## src/include/ccs_map.svh

```systemverilog
// Register offsets, reset values and the unlock key of the charger current setting bank.
`ifndef CCS_MAP_SVH
`define CCS_MAP_SVH
`define CCS_TOPOFF_ADDR 8'h12
`define CCS_PRECHG_ADDR 8'h13
`define CCS_UNLOCK_KEY 5'h15
`define CCS_RSVD_RST 2'h0
`define CCS_TOPOFF_RST 6'h04
`define CCS_PRECHG_HI_RST 1'h0
`define CCS_PRECHG_TRIM_RST 2'h1
`define CCS_PRECHG_LO_RST 3'h0
`define CCS_UNMAPPED_RD 8'h00
`define CCS_BYTE_BITS 4'h8
`define CCS_LAST_TX_BIT 4'h7
`endif

```

## src/include/ccs_pkg.sv

```systemverilog
// Types shared by the charger current setting bank.
package ccs_pkg;
  typedef enum logic [8:0] {
    ST_IDLE  = 9'h001,
    ST_ADDR  = 9'h002,
    ST_AACK  = 9'h004,
    ST_RXREG = 9'h008,
    ST_RACK  = 9'h010,
    ST_RXDAT = 9'h020,
    ST_DACK  = 9'h040,
    ST_TX    = 9'h080,
    ST_MACK  = 9'h100
  } ccs_state_t;
endpackage

```

## src/include/ccs_reg_if.sv

```systemverilog
// Internal register access path between the serial target and the register bank.
`timescale 1ns/1ps
interface ccs_reg_if;
  logic wr_en;
  logic [7:0] addr;
  logic [7:0] wdata;
  logic [7:0] rdata;
  modport ctrl (output wr_en, output addr, output wdata, input rdata);
  modport bank (input wr_en, input addr, input wdata, output rdata);
endinterface

```

## src/rtl/ccs_regs.sv

```systemverilog
// Lock-protected top-off and pre-charge current configuration registers.
`timescale 1ns/1ps
`include "ccs_map.svh"
module ccs_regs
  import ccs_pkg::*;
#(
  parameter logic [5:0] TOPOFF_RST = `CCS_TOPOFF_RST,
  parameter logic [1:0] PRECHG_TRIM = `CCS_PRECHG_TRIM_RST
) (
  // Clock and reset
  input wire logic sys_clk,
  input wire logic resetn,
  // Register access
  ccs_reg_if.bank bus,
  input wire logic [4:0] unlock_key,
  // Charger codes
  output logic [5:0] topoff_current_code,
  output logic [5:0] precharge_current_code
);
  localparam logic [7:0] TOPOFF_RST_VAL = {`CCS_RSVD_RST, TOPOFF_RST};
  localparam logic [7:0] PRECHG_RST_VAL = {`CCS_RSVD_RST, `CCS_PRECHG_HI_RST, PRECHG_TRIM,
                                           `CCS_PRECHG_LO_RST};

  logic [7:0] topoff_cfg_r;
  logic [7:0] precharge_cfg_r;

  wire unlocked = (unlock_key == `CCS_UNLOCK_KEY);
  wire topoff_sel = (bus.addr == `CCS_TOPOFF_ADDR);
  wire prechg_sel = (bus.addr == `CCS_PRECHG_ADDR);
  wire topoff_we = bus.wr_en & unlocked & topoff_sel;
  wire prechg_we = bus.wr_en & unlocked & prechg_sel;

  ////////////////////////////////////////////////////////////////////////////
  // Reserved bits are stored and read back but never leave the bank.
  always_ff @(posedge sys_clk or negedge resetn) begin
    if (!resetn) begin
      topoff_cfg_r <= TOPOFF_RST_VAL;
      precharge_cfg_r <= PRECHG_RST_VAL;
    end else begin
      if (topoff_we) begin
        topoff_cfg_r <= bus.wdata;
      end
      if (prechg_we) begin
        precharge_cfg_r <= bus.wdata;
      end
    end
  end

  assign topoff_current_code = topoff_cfg_r[5:0];
  assign precharge_current_code = precharge_cfg_r[5:0];
  assign bus.rdata = topoff_sel ? topoff_cfg_r :
                     prechg_sel ? precharge_cfg_r : `CCS_UNMAPPED_RD;
endmodule // ccs_regs

```

## src/rtl/ccs_top.sv

```systemverilog
// Serial target front end and top of the charger current setting bank.
`timescale 1ns/1ps
`include "ccs_map.svh"
module ccs_top
  import ccs_pkg::*;
#(
  // Target address value is arbitrary.
  parameter logic [6:0] TARGET_ADDR = 7'h2a,
  parameter logic [5:0] TOPOFF_RST = `CCS_TOPOFF_RST,
  parameter logic [1:0] PRECHG_TRIM = `CCS_PRECHG_TRIM_RST
) (
  // Clock and reset
  input wire logic sys_clk,
  input wire logic resetn,
  // Serial bus pins
  input wire logic scl_i,
  input wire logic sda_i,
  output logic sda_o,
  output logic sda_oe,
  // Lock key from the lock register
  input wire logic [4:0] charger_write_unlock_key,
  // Charger codes
  output logic [5:0] topoff_current_code,
  output logic [5:0] precharge_current_code
);
  ccs_state_t state_r;
  ccs_state_t state_nxt;
  logic scl_meta_r;
  logic scl_sync_r;
  logic scl_prev_r;
  logic sda_meta_r;
  logic sda_sync_r;
  logic sda_prev_r;
  logic [3:0] cnt_r;
  logic [3:0] cnt_nxt;
  logic [7:0] shift_r;
  logic [7:0] shift_nxt;
  logic [7:0] ptr_r;
  logic [7:0] ptr_nxt;
  logic rw_r;
  logic rw_nxt;
  logic nack_r;
  logic nack_nxt;
  logic sda_oe_r;
  logic oe_nxt;
  logic wr_en_r;
  logic wr_nxt;
  logic sda_o_r;

  ccs_reg_if reg_bus ();

  ////////////////////////////////////////////////////////////////////////////
  // Pin synchronisers; only the second stage and its delayed copy are decoded.
  always_ff @(posedge sys_clk or negedge resetn) begin
    if (!resetn) begin
      scl_meta_r <= 1'b1;
      scl_sync_r <= 1'b1;
      scl_prev_r <= 1'b1;
      sda_meta_r <= 1'b1;
      sda_sync_r <= 1'b1;
      sda_prev_r <= 1'b1;
    end else begin
      scl_meta_r <= scl_i;
      scl_sync_r <= scl_meta_r;
      scl_prev_r <= scl_sync_r;
      sda_meta_r <= sda_i;
      sda_sync_r <= sda_meta_r;
      sda_prev_r <= sda_sync_r;
    end
  end

  wire scl_rise = scl_sync_r & ~scl_prev_r;
  wire scl_fall = ~scl_sync_r & scl_prev_r;
  wire scl_held = scl_sync_r & scl_prev_r;
  wire start_det = scl_held & sda_prev_r & ~sda_sync_r;
  wire stop_det = scl_held & ~sda_prev_r & sda_sync_r;
  wire byte_done = (cnt_r == `CCS_BYTE_BITS);
  wire addr_hit = (shift_r[7:1] == TARGET_ADDR);
  wire last_tx_bit = (cnt_r == `CCS_LAST_TX_BIT);

  ////////////////////////////////////////////////////////////////////////////
  // Bits are sampled on the rising clock and the data line is only changed
  // after a falling clock, so the host always sees stable data while high.
  always_comb begin
    state_nxt = state_r;
    cnt_nxt = cnt_r;
    shift_nxt = shift_r;
    ptr_nxt = ptr_r;
    rw_nxt = rw_r;
    nack_nxt = nack_r;
    oe_nxt = sda_oe_r;
    wr_nxt = 1'b0;
    if (stop_det) begin
      state_nxt = ST_IDLE;
      oe_nxt = 1'b0;
    end else if (start_det) begin
      state_nxt = ST_ADDR;
      cnt_nxt = 4'h0;
      oe_nxt = 1'b0;
    end else begin
      unique case (state_r)
        ST_IDLE: begin
          oe_nxt = 1'b0;
        end
        ST_ADDR, ST_RXREG, ST_RXDAT: begin
          if (scl_rise) begin
            shift_nxt = {shift_r[6:0], sda_sync_r};
            cnt_nxt = cnt_r + 4'h1;
          end else if (scl_fall && byte_done) begin
            cnt_nxt = 4'h0;
            oe_nxt = 1'b1;
            if (state_r == ST_ADDR) begin
              if (addr_hit) begin
                state_nxt = ST_AACK;
                rw_nxt = shift_r[0];
              end else begin
                state_nxt = ST_IDLE;
                oe_nxt = 1'b0;
              end
            end else if (state_r == ST_RXREG) begin
              state_nxt = ST_RACK;
              ptr_nxt = shift_r;
            end else begin
              state_nxt = ST_DACK;
              wr_nxt = 1'b1;
            end
          end
        end
        ST_AACK, ST_RACK, ST_DACK: begin
          if (scl_fall) begin
            oe_nxt = 1'b0;
            state_nxt = ST_RXDAT;
            if (state_r == ST_AACK && rw_r) begin
              state_nxt = ST_TX;
              shift_nxt = reg_bus.rdata;
              oe_nxt = ~reg_bus.rdata[7];
            end else if (state_r == ST_AACK) begin
              state_nxt = ST_RXREG;
            end
            if (state_r == ST_DACK) begin
              ptr_nxt = ptr_r + 8'h01;
            end
          end
        end
        ST_TX: begin
          if (scl_fall) begin
            cnt_nxt = cnt_r + 4'h1;
            if (last_tx_bit) begin
              state_nxt = ST_MACK;
              oe_nxt = 1'b0;
              ptr_nxt = ptr_r + 8'h01;
            end else begin
              shift_nxt = {shift_r[6:0], 1'b0};
              oe_nxt = ~shift_r[6];
            end
          end
        end
        ST_MACK: begin
          if (scl_rise) begin
            nack_nxt = sda_sync_r;
          end else if (scl_fall) begin
            if (nack_r) begin
              state_nxt = ST_IDLE;
            end else begin
              state_nxt = ST_TX;
              cnt_nxt = 4'h0;
              shift_nxt = reg_bus.rdata;
              oe_nxt = ~reg_bus.rdata[7];
            end
          end
        end
      endcase
    end
  end

  always_ff @(posedge sys_clk or negedge resetn) begin
    if (!resetn) begin
      state_r <= ST_IDLE;
      cnt_r <= 4'h0;
      shift_r <= 8'h00;
      ptr_r <= 8'h00;
      rw_r <= 1'b0;
      nack_r <= 1'b0;
      sda_oe_r <= 1'b0;
      wr_en_r <= 1'b0;
      sda_o_r <= 1'b0;
    end else begin
      state_r <= state_nxt;
      cnt_r <= cnt_nxt;
      shift_r <= shift_nxt;
      ptr_r <= ptr_nxt;
      rw_r <= rw_nxt;
      nack_r <= nack_nxt;
      sda_oe_r <= oe_nxt;
      wr_en_r <= wr_nxt;
      sda_o_r <= 1'b0;
    end
  end

  assign sda_o = sda_o_r;
  assign sda_oe = sda_oe_r;
  assign reg_bus.wr_en = wr_en_r;
  assign reg_bus.addr = ptr_r;
  assign reg_bus.wdata = shift_r;

  ////////////////////////////////////////////////////////////////////////////
  // The host is trusted to keep the pre-charge code below the fast-charge
  // code; the bank stores whatever an unlocked write brings.
  ccs_regs #(
    .TOPOFF_RST(TOPOFF_RST),
    .PRECHG_TRIM(PRECHG_TRIM)
  ) u_regs (
    .sys_clk(sys_clk),
    .resetn(resetn),
    .bus(reg_bus),
    .unlock_key(charger_write_unlock_key),
    .topoff_current_code(topoff_current_code),
    .precharge_current_code(precharge_current_code)
  );
endmodule // ccs_top
```

## config.mk

```make
export PLATFORM = sky130hd
export DESIGN_NAME = ccs_top
export DESIGN_NICKNAME = d
export VERILOG_FILES = /design/src/include/ccs_pkg.sv /design/src/include/ccs_reg_if.sv /design/src/rtl/ccs_regs.sv /design/src/rtl/ccs_top.sv
export VERILOG_INCLUDE_DIRS = /design/src /design/src/include
export SDC_FILE = /design/constraint.sdc
export NUM_CORES = 1
export LEC_CHECK = 0
export BUFFER_PORTS_ARGS = -buffer_cell sky130_fd_sc_hd__buf_2
export CAP_MARGIN = 30
export CORE_ASPECT_RATIO = 1.25
export CORE_MARGIN = 2
export CORE_UTILIZATION = 63
export CTS_BUF_LIST = sky130_fd_sc_hd__clkbuf_2
export DETAILED_ROUTE_END_ITERATION = 10
export PLACE_DENSITY_LB_ADDON = 0.12
export SYNTH_ARGS = -nofsm -noshare
export SYNTH_HDL_FRONTEND = slang
export SYNTH_HIERARCHICAL = 1
export SYNTH_SLANG_ARGS = --single-unit
```

## constraint.sdc

```tcl
create_clock -name sys_clk -period 3.9 [get_ports sys_clk]
set_clock_uncertainty 0.2 [all_clocks]
set_input_delay 0.195 -clock sys_clk [delete_from_list [all_inputs] [get_ports sys_clk]]
set_output_delay 0.195 -clock sys_clk [all_outputs]
set_load 0.01 [all_outputs]
```

; ---- After elaboration in Yosys (flattened, before gate mapping)
; Cells that the tools add are included.
[word_totals]
in_bits = 9
mem_count = 0
output_inout_bits = 14
mem_bits_ro = 0
reg_bits = 55
word_cells = 159
latchBits = 0
mem_bits_rw = 0
[classes]
n_eq_ne = 42
reduce_logical = 15
div = 0
addsub = 2
mul = 0
order_cmp = 0
n_bitwise = 19
muxes = 65
shifts = 0
[op_table]
columns = op, count
row1 = $mux 8, 20
row2 = $mux 9, 10
row3 = $ne 4x4->1 const B, 9
row4 = $pmux 9 s4, 1
row5 = $pmux 8 s4, 1
row6 = $mux 4, 7
row7 = $ne 2x2->1 const B, 14
row8 = $pmux 8 s3, 1
row9 = $reduce_and 11->1, 2
row10 = $reduce_and 7->1, 3
row11 = $mux 1, 20
row12 = $eq 8x5->1 const B, 2
row13 = $ne 3x3->1 const B, 4
row14 = $pmux 4 s3, 1
row15 = $and 1x1->1, 10
row16 = $eq 9x1->1 const B, 1
row17 = $eq 9x2->1 const B, 1
row18 = $eq 9x3->1 const B, 1
row19 = $eq 9x4->1 const B, 1
row20 = $eq 9x5->1 const B, 1
row21 = $eq 9x6->1 const B, 1
row22 = $eq 9x7->1 const B, 1
row23 = $eq 9x8->1 const B, 1
row24 = $eq 9x9->1 const B, 1
row25 = other kinds (18), 29

; ---- Logic depth before layout (Yosys ltp)
; Gate-level depths: netlist of run 1.
[logic_depth]
depth_word = 10
ltp_mapped = 9
ltp_nobuf = 8

; ---- Hierarchy
; The synthesis of run 1 kept the hierarchy.
[modules_own_cells]
columns = module, seq_area_each_um2, area_per_inst_um2, cells_each, instances
row1 = ccs_top, 984.7, 2534.9, 266, 1
row2 = ccs_regs, 402.9, 885.8, 70, 1

; ---- Least setup slack after synthesis of run 1
; No wires, ideal clock.
[synth_timing]
path_type = register to register
from = reg scl_prev_r
to = reg ptr_r[1]
synth_period_minus_slack_ns = 2.721
path_buffers = 2
arrival_ns = 2.394
required_time_ns = 3.572
setup_ns = 0.128
slack_ns = 1.179
path_stages_with_launch = 9
path_cell_list = dfstp_2 -> buf_2 -> nand2b_4 -> or3_4 -> o21a_1 -> or4_4 -> buf_6 -> nor2_4 -> mux2_1
[synth_between]
elab_chain_cells = 5
word_cells_on_any_way = 16
classes_between = eq/ne (4) / bitwise (10) / reduce/logical (2)
[synth_rtl]
columns = item, line_no
row1 = from (decl), ccs_top.sv:30  ; logic scl_prev_r;
row2 = from (signal assigned), ccs_top.sv:65  ; scl_prev_r <= scl_sync_r;
row3 = $and 1x1->1, ccs_top.sv:74  ; wire scl_held = scl_sync_r & scl_prev_r;
row4 = "$and 1x1->1, on equally long branches (2 in a row)", "ccs_top.sv:75, ccs_top.sv:76"
row5 = $not 1->1 (no line), --
row6 = $reduce_and 11->1 (no line) *, --
row7 = to (signal assigned), ccs_top.sv:191  ; ptr_r <= ptr_nxt;
row8 = to (decl), ccs_top.sv:38  ; logic [7:0] ptr_r;
; Every way passes the cells marked *; elsewhere a longest branch is shown, timed or not.
; A chain may end at the register's enable or synchronous reset.

; ---- Worst setup path after layout of run 1
[layout_timing]
from = reg state_r[4]
to = reg shift_r[7] (netlist: reg_bus.wdata[7])
[layout_between]
elab_chain_cells = 4
word_cells_on_any_way = 22
classes_between = eq/ne (16) / mux (1) / reduce/logical (5)
[layout_rtl]
columns = item, line_no
row1 = from (decl), ccs_top.sv:26  ; ccs_state_t state_r;
row2 = from (signal assigned), ccs_top.sv:188  ; state_r <= state_nxt;
row3 = $eq 9x3->1 (tied with other cells), "ccs_top.sv:101, ccs_top.sv:133"
row4 = $reduce_or 3->1 / $logic_and 1x1->1 (equally long branches), "ccs_top.sv:101, ccs_top.sv:133"
row5 = $reduce_bool 4->1 (no line) / $ne 2x2->1 (equally long branches), --
row6 = $reduce_and 11->1 (no line), --
row7 = to (signal assigned), ccs_top.sv:190  ; shift_r <= shift_nxt;
row8 = to (decl), ccs_top.sv:36  ; logic [7:0] shift_r;
; Several ways; a longest one is shown, not always the timed one.

==> metrics.md, run 1 <==
| Metric | Value |
|---|---|
| Via density | 6.59 |
| WP data arrival | around 3.1 ns |
| Peak VDD IR | 0.309 mV |
| Cell Rows | 30 |
| GR Overflow Total | 0 |
| CTS Buf Count | 5 |
| Reg2reg end | reg_bus.wdata[7] |
| Post-synth top area share | 0.337 |
| Number of cells after detailed placement | 396 |
| Final hold vios | 0 |
| Slew Viols, Final | 0 |
| H-Tree Depth | 2 |
| Critical Path Source | state_r[4] |
| Post-synth top cells | dfrtp_1, mux2_2, nor2_1 |
| Num ports | 23 |
| Worst slew pin tran | a little over 0.8 ns |
| Mapped cell area | approximately 0.0034 mm² |
| Sequential-to-total area share from yosys stat | 0.406 |
| Setup crit end | reg_bus.wdata[7] |
| Cells after Synth | 336 |
| Placement Setup Slack | just over 1 ns |
| R2R Setup Slk | 0.94 ns |
| First-pass GRT wire length | between 10,000 and 15,000 µm |
| Diode count | 0 |
| First drt pass iteration count | 6 |
| Routability cong. | about 1 |
| Clock Sinks | 55 |
| Post-synthesis register bit count | 55 |
| Vias | roughly 2,700 |
| Avg Cell Area, Syn | between 10 and 15 µm² |
| Post-synth EDFFs | 0 |
| Largest net degree at the start of global routing | 56 |
| Hold Path Class | input pin to register |
| Syn Nets | 348 |
| Routed Antenna Nets | 0 |
| Full die area | 0.00604 mm² |
| Util after Layout | 0.661 |
| Most frequent cell after synthesis | dfrtp_1 |
| Top cells by area, synth | dfrtp_1, mux2_2, dfstp_2, mux2i_1, buf_4 |
| Clk_lat worst skew | about 0.43 ns |
| GRT Overall Usage | 0.263 |
| Status | completed |
| Worst Path Max Fanout | 10 |
| CTS Root Cell | clkbuf_2 |
| Worst hold stages | 4 |
| Most common flop cell mapped by yosys | dfrtp_1 |
| Initial antenna violation count | 0 |
| Post-cts resize count | 0 |
| Critical path class | register to register |
| Vias in the first global route | approximately 2,700 |
| Core Area | 0.00533 mm² |
| Total Wirelength | roughly 7700 µm |
| Final nets | between 300 and 400 |
| Die width | 69.9 µm |
| Crit share post-route | 0.759 |
| Crit. End Element | register |
| Netlist cell types | between 60 and 70 |
| Share of cells above drive strength 1 | 0.274 |
| Cell taking the most area after synthesis | dfrtp_1 |
| Lkg Pwr | approximately 1.5 nW |
| Drc violations | 0 |
| Crit path required time | 4.06 ns |
| Area growth, synth to finish | 3.00% |
| DRT iter0 DRCs | about 350 |
| Clock tree buffer depth | 2 |
| Relative slew slack | 0.455 |
| Final setup margin | between 0.9 and 1 ns |
| TritonCTS clock tree | yes |
| Setup TNS | 0 ns |
| R2R cell count | 6 |
| Critical path startpoint category | register |
| Setup repair bufs after CTS | 0 |
| # port buffers | 21 |
| Final setup viols | 0 |
| Post-layout min period | around 3 ns |
| Max-cap violation count | 0 |
| Initial Utilization | 0.642 |
| RSZ-0062 raised after global routing | false |
| Ys async rst share | 1.00 |
| Clock transition at path regs | between 0.2 and 0.3 ns |
| PwrDens | roughly 480 mW/mm² |
| Routed WL per cell | 18.8 µm |
| Die Ht | around 86 µm |
| Fmax | ~340 MHz |
| Critical R2R Launch | state_r[4] |
| Non-filler cells in the finished layout | just over 400 |
| Hpwl dp | 5630 µm |
| Warnings from Yosys | 6 |
## placed cells by master (no fill, tap or decap), drive strengths merged, types with 3 or more instances in the layout
master       instances
ha                   3
o21ai               24
nor2                25
or4                  4
nor3                14
dfrtp               46
nor3b                3
clkbuf               5
a2bb2oi              6
o22ai                7
dfstp                9
nand4                3
nor2b                3
nand4b               4
nand3               12
inv                 10
nand2               17
or3                  4
a31oi                3
and3                 5
mux2i               12
or3b                 3
buf                 23
nand2b               5
mux2                33
a21oi               15
nor4                 7
dlygate4sd3          3
xnor2                4
## repair_timing
item                                    4_1_cts  5_1_grt
hold endpoints to repair                     48        0
hold buffers                                  3        0
endpoints found under the setup margin        0        0
## registers in the layout (all words and copies together), names as in the netlist, 4 cells and up
| name | flops |
|---|---|
| u_regs/topoff_cfg_r | 8 |
| cnt_r | 4 |
| u_regs/precharge_cfg_r | 8 |
| ptr_r | 8 |
| reg_bus.wdata | 8 |
| state_r | 9 |
## report_power, final
part           switching [mW]  total, mW  internal [mW]
clock network           0.183      0.232         0.0489
registers               0.176      0.854          0.678
logic                   0.315      0.610          0.294
## layer usage
metal | part of all wire | GRT usage
met1 | 0.43 | 0.312
met2 | 0.49 | 0.446
met3 | 0.033 | 0.0384
met4 | 0.055 | 0.171
met5 | 0 | 0
## layout make-up
cell class,instances,area (µm²)
clock buffer,5,25.0
clock inverter,3,23.8
fill,432,1810
inverter,9,33.8
multi-input combinational,245,1820
sequential,55,1390
tap,64,80.1
timing repair buffer,26,150
## logic make-up after synthesis
kind of cell,Yosys count,synth area share
AO/OA/AOI/OAI,72,0.143
XOR/XNOR,5,0.0128
adder cells (fa/ha/maj),3,0.0110
buffers and inverters,36,0.0614
flip-flops,55,0.406
multiplexers,45,0.144
other,1,0.00110
AND/OR/NAND/NOR,119,0.221
## worst min path at each step
stage	from	end	slack, ns
final	charger_write_unlock_key[4]	u_regs/precharge_cfg_r[0]	0.12
after global routing	charger_write_unlock_key[4]	u_regs/precharge_cfg_r[7]	0.08
after CTS	charger_write_unlock_key[4]	u_regs/precharge_cfg_r[0]	0.09
after detailed placement	sda_i	sda_meta_r	0.10
after global placement	scl_i	scl_meta_r	0.10
after floorplan	resetn	cnt_r[0]	-0.30
## critical path: stages (launching register included)
cell	delay (ns)
dfrtp_1	0.54
xnor2_1	0.33
o21ai_1	0.24
a21oi_2	0.48
nand2_1	0.17
a211oi_4	0.52
mux2_2	0.40
## through the flow
step | hold slack [ns] | power [mW] | cell area, µm²
final | 0.121 | 1.70 | 3520
after global routing | 0.0775 | 1.80 | 3520
after floorplan | -0.301 | 1.30 | 3420
after detailed placement | 0.101 | 1.46 | 3440
after CTS | 0.0933 | 1.70 | 3520
after global placement | 0.101 | 1.46 | 3440
(Power assumes the default switching activity.)
==> run 2: changes to the inputs <==
Settings changed: CORE_UTILIZATION 63 to 57.
Clock period 3.9 ns to 2.5 ns, I/O delays scaled along.
==> run 2 against run 1 <==
  * The flow now finishes with violations (setup timing)
  * Global-route usage rose by 1.6 points
  * Non-clock buffer count up 70
  * Core utilization rose by 9.3 points
  * Sequential share of layout area decreased by 7.4 points
  * Largest power group is now combinational logic
  * Critical path depth unchanged
  * Final cell count up 18%
  * Critical endpoint is now ptr_r[1]
  * First-iteration DRC count decreased by 48%
  * Clock power grew 100%
  * Hold slack got worse by 0.053 ns
  * Clock-buffer cell count stayed put
  * Wire length is 19% higher
  * Largest cell class unchanged
==> metrics.md, run 2 (synthesized netlist as in run 1, its figures left out) <==
| Metric | Value |
|---|---|
| Initial Utilization | 0.592 |
| Max-cap violation count | 0 |
| Cell Rows | 31 |
| Crit share post-route | 1.02 |
| Share of cells above drive strength 1 | 0.483 |
| Routed WL per cell | about 19 µm |
| Full die area | between 0.006 and 0.007 mm² |
| Post-layout min period | about 2.6 ns |
| First-pass GRT wire length | 14,400 µm |
| Crit path required time | about 2.7 ns |
| RSZ-0062 raised after global routing | true |
| Most frequent cells in the layout | buf_4, dfrtp_1, mux2_2 |
| Final setup viols | 11 |
| Vias | approximately 2,900 |
| Crit. End Element | register |
| WP data arrival | ~2.8 ns |
| Critical path startpoint category | register |
| Fill count | 416 |
| Fin Hold WS | around 0.067 ns |
| Worst Path Max Fanout | 5 |
| Final setup margin | -0.0619 ns |
| Peak VDD IR | roughly 0.55 mV |
| Drc violations | 0 |
| Fmax | approximately 390 MHz |
| Hold Path Class | input pin to register |
| H-Tree Depth | 2 |
| Clock tree buffer depth | 2 |
| GR Overflow Total | 0 |
| DRT iter0 DRCs | 181 |
| Diode count | 0 |
| Largest net degree at the start of global routing | 56 |
| Final hold vios | 0 |
| PwrDens | approximately 800 mW/mm² |
| Status | complete, but fails checks |
| Die Ht | around 91 µm |
| Total Wirelength | around 9100 µm |
| Failing checks | setup timing |
| GRT Overall Usage | 0.279 |
| First drt pass iteration count | 5 |
| Relative slew slack | 0.566 |
| R2R Setup Slk | -0.06 ns |
| Routability cong. | 0.926 |
| Final nets | 425 |
| Area growth, synth to finish | 27.4% |
| Lkg Pwr | 1.92 nW |
| Util after Layout | 0.754 |
| Placement Setup Slack | -0.0786 ns |
| Initial antenna violation count | 0 |
| Worst slew pin tran | 0.649 ns |
| Critical path class | register to register |
| # port buffers | 21 |
| Setup TNS | -0.277 ns |
| Hpwl dp | about 6600 µm |
| Routed Antenna Nets | 0 |
| Via density | roughly 6.1 |
| Vias in the first global route | about 2,900 |
| Clock Sinks | 55 |
| Biggest register | state_r |
| CTS Buf Count | 5 |
| Core Area | slightly below 0.006 mm² |
| Slew Viols, Final | 0 |
| Die width | ~73 µm |
| Overall Power | around 3.4 mW |
| Clk_lat worst skew | 0.47 ns |
| Clock transition at path regs | roughly 0.29 ns |
| Largest register FFs | 9 |
| CTS Root Cell | clkbuf_2 |
| Num ports | 23 |
| Commonest non-fill, non-tap cell in the layout | buf_4 |
| TritonCTS clock tree | yes |
-- run 2: cell count changes in the layout (fill, tap and decap cells not counted), sizes merged --
cell | previous run | this run
buf | 23 | 92
clkinv | 2 | 0
bufinv | 0 | 1
clkinvlp | 0 | 1
dlygate4sd3 | 3 | 4
or4 | 4 | 5
-- run 2: final cells by class --
| type | instances | area [µm²] | area share |
|---|---|---|---|
| Sequential cell | 55 | 1390 | 0.320 |
| Multi-Input combinational cell | 246 | 2050 | 0.471 |
| Timing Repair Buffer | 96 | 727 | 0.167 |
| Tap cell | 66 | 82.6 | 0.0189 |
| Inverter | 9 | 33.8 | 0.00775 |
| Clock inverter | 3 | 46.3 | 0.0106 |
| Clock buffer | 5 | 25.0 | 0.00574 |
-- run 2: worst paths after layout --
path | start | end | cells past startpoint
worst max-delay path | state_r[0] | ptr_r[1] | 6
worst min-delay path | scl_i | scl_meta_r | 2
worst max register to register | state_r[0] | ptr_r[1] | 6
worst min register to register | sda_meta_r | sda_sync_r | 0
max in group asynchronous | resetn | scl_meta_r | 4
min in group asynchronous | resetn | u_regs/topoff_cfg_r[3] | 4
-- run 2: worst max-delay path, cell delays in order (launching register included) --
cell and delay, ns:
dfstp_2 0.65, nor3_1 0.08, and4b_2 0.28, o21a_4 0.24, or4_4 0.59, nor2_4 0.16, mux2_4 0.30
-- run 2: stage by stage --
step / instance area, µm² / instances
2_1_floorplan: 3460 / 336
3_3_place_gp: 3950 / 456
3_5_place_dp: 3950 / 456
4_1_cts: 4160 / 472
5_1_grt: 4360 / 480
6_report: 4360 / 480
-- run 2: per-layer routing --
metal	share of wire	global-route usage	vias to the layer above	wire, µm
met5	0	0	-	0
met1	0.40	0.343	1445	3650
met3	0.034	0.0257	22	313
met2	0.54	0.495	89	4900
met4	0.029	0.102	0	268
li1	-	-	1388	-
-- run 2: what timing repair did --
| item | CTS | global route |
|---|---|---|
| hold buffers | 4 | 0 |
| buffers inserted | 4 | 8 |
| gates cloned | 0 | 1 |
| hold endpoints to repair | 57 | 0 |
| resized for setup | 16 | 33 |
| setup endpoints to repair | 17 | 26 |
| pin swaps | 1 | 16 |
-- run 2: report_power, final --
part	leakage, nW	internal, mW	switching [mW]
Sequential	0.706	1.06	0.171
Combinational	1.18	0.901	0.788
Clock	0.0396	0.172	0.302
Total	1.92	2.13	1.26
==> run 3: changes to the inputs <==
Settings changed: SKIP_LAST_GASP from default to 1.
==> run 3 against run 2 <==
  * The run still ends with setup timing left
  * Register-to-register slack is essentially flat
  * Clock power is essentially flat
  * First-iteration DRC count grew 6.6%
  * Via count grew 0.51%
  * Sequential power is essentially flat
  * Clock-buffer cell count is the same
  * Critical path depth grew 1
  * Combinational power shrank 3%
  * Fmax shrank 0.12%
  * Global-route usage is the same
  * Power shrank 1.4%
  * Largest cell class unchanged
  * Largest power group unchanged
  * Highest routed layer unchanged
==> metrics.md, run 3 (synthesized netlist as in run 1, its figures left out) <==
| Metric | Value |
|---|---|
| Full die area | 0.00664 mm² |
| First-pass GRT wire length | around 14,000 µm |
| Post-layout min period | 2.57 ns |
| Core Area | just under 0.006 mm² |
| Final Instance Area | between 0.004 and 0.005 mm² |
| Drc violations | 0 |
| Failing checks | setup timing |
| Crit path buffers/inverters | 1 |
| Biggest register | state_r |
| Critical path class | register to register |
| RSZ-0062 raised after global routing | true |
| Num ports | 23 |
| Largest net degree at the start of global routing | 56 |
| Max-cap violation count | 0 |
| Peak VDD IR | ~0.55 mV |
| Overall Power | between 3 and 4 mW |
| Initial antenna violation count | 0 |
| Routed WL per cell | approximately 19 µm |
| PwrDens | 783 mW/mm² |
| Lkg Pwr | ~1.9 nW |
| Max stage delay cell, worst path | dfrtp_1 |
| First drt pass iteration count | 5 |
| Crit. End Element | register |
| Via density | around 6.2 |
| CP delay by family, top | simple AND/OR/NAND/NOR gates |
| Most frequent cells in the layout | buf_4, dfrtp_1, mux2_2 |
| DRT iter0 DRCs | 193 |
| Largest register FFs | 9 |
| H-Tree Depth | 2 |
| Fmax | slightly below 400 MHz |
| Setup TNS | -0.361 ns |
| Slew Viols, Final | 0 |
| Routability cong. | 0.926 |
| Critical path startpoint category | register |
| Worst stage delay on the critical path | 0.50 ns |
| Total Wirelength | 9000 µm |
| Die width | 73.3 µm |
| Hold Path Class | input pin to register |
| Clock tree buffer depth | 2 |
| GRT Overall Usage | 0.279 |
| Final setup viols | 11 |
| Final hold vios | 0 |
| Fin Hold WS | 0.0777 ns |
| Clk_lat worst skew | 0.47 ns |
| Vias | roughly 3,000 |
| WP data arrival | 2.74 ns |
| Hpwl dp | between 6000 and 7000 µm |
| Area growth, synth to finish | 25.1% |
| Clock Sinks | 55 |
| Worst slew pin tran | between 0.6 and 0.7 ns |
| Worst Path Max Fanout | 8 |
| Clock transition at path regs | about 0.30 ns |
| TritonCTS clock tree | yes |
| Vias in the first global route | just under 3,000 |
| CTS Buf Count | 5 |
| CP cell instances | or3_4 -> nor4_4 -> a21o_2 -> o22ai_4 -> a211oi_4 -> buf_12 -> mux2_4 |
| Share of cells above drive strength 1 | 0.454 |
| Crit path required time | around 2.7 ns |
| # port buffers | 21 |
| Area after DPL | about 0.004 mm² |
| Initial Utilization | 0.592 |
| Status | complete, but fails checks |
| CTS Root Cell | clkbuf_2 |
| Commonest non-fill, non-tap cell in the layout | buf_4 |
| Fill count | between 400 and 500 |
| Routed Antenna Nets | 0 |
| Crit share post-route | 1.03 |
| GR Overflow Total | 0 |
| Die Ht | about 90 µm |
| Relative slew slack | 0.568 |
| Final setup margin | -0.0651 ns |
| Cell Rows | 31 |
| Final nets | around 420 |
| Diode count | 0 |
[run 3: cell count changes in the layout (fill, tap and decap cells not counted), moves of 2 or more]
cell,before,now
a21oi_1,9,12
a21oi_2,5,3
buf_4,65,61
o21ai_0,17,20
o21ai_1,4,2
[run 3: timing repair]
action,4_1_cts,5_1_grt
hold buffers,4,0
buffers inserted,4,3
endpoints found under the setup margin,17,28
resized for setup,13,24
cloned,0,1
pin swaps,1,5
endpoints found under the hold margin,57,0
[run 3: area by class of cell]
| cell class | count | area, µm² | share of cell area |
|---|---|---|---|
| Inverter | 9 | 33.8 | 0.00790 |
| Sequential cell | 55 | 1390 | 0.326 |
| Clock inverter | 3 | 46.3 | 0.0108 |
| Tap cell | 66 | 82.6 | 0.0193 |
| Clock buffer | 5 | 25.0 | 0.00585 |
| Multi-Input combinational cell | 246 | 2000 | 0.468 |
| Timing Repair Buffer | 92 | 697 | 0.163 |
[run 3: per-stage QoR]
| step | instances | worst slack, ns | util |
|---|---|---|---|
| final | 476 | -0.0651 | 0.740 |
| after global routing | 476 | -0.108 | 0.740 |
| after CTS | 472 | -0.0520 | 0.718 |
| after detailed placement | 456 | -0.0786 | 0.683 |
| after global placement | 456 | -0.0757 | 0.683 |
| after floorplan | 336 | -0.0555 | - |
[run 3: path summary, 6_finish.rpt]
check,from,to,slack (ns),cells after the start
min,scl_i,scl_meta_r,0.08,2
max reg2reg,state_r[3],reg_bus.wdata[1],-0.07,7
min in group asynchronous,resetn,u_regs/topoff_cfg_r[3],0.51,4
min reg2reg,sda_meta_r,sda_sync_r,0.18,0
max,state_r[3],reg_bus.wdata[1],-0.07,7
max in group asynchronous,resetn,scl_meta_r,1.26,4
[run 3: per-layer routing]
| metal | up-vias | track usage | part of all wire | wire, µm |
|---|---|---|---|---|
| met3 | 22 | 0.0268 | 0.030 | 274 |
| met1 | 1471 | 0.343 | 0.41 | 3670 |
| met4 | 0 | 0.105 | 0.027 | 244 |
| li1 | 1379 | - | - | - |
| met5 | - | 0 | 0 | 0 |
| met2 | 87 | 0.492 | 0.53 | 4810 |
[run 3: power by group]
part | switching (mW) | internal (mW)
logic | 0.772 | 0.873
registers | 0.172 | 1.06
clock network | 0.300 | 0.172
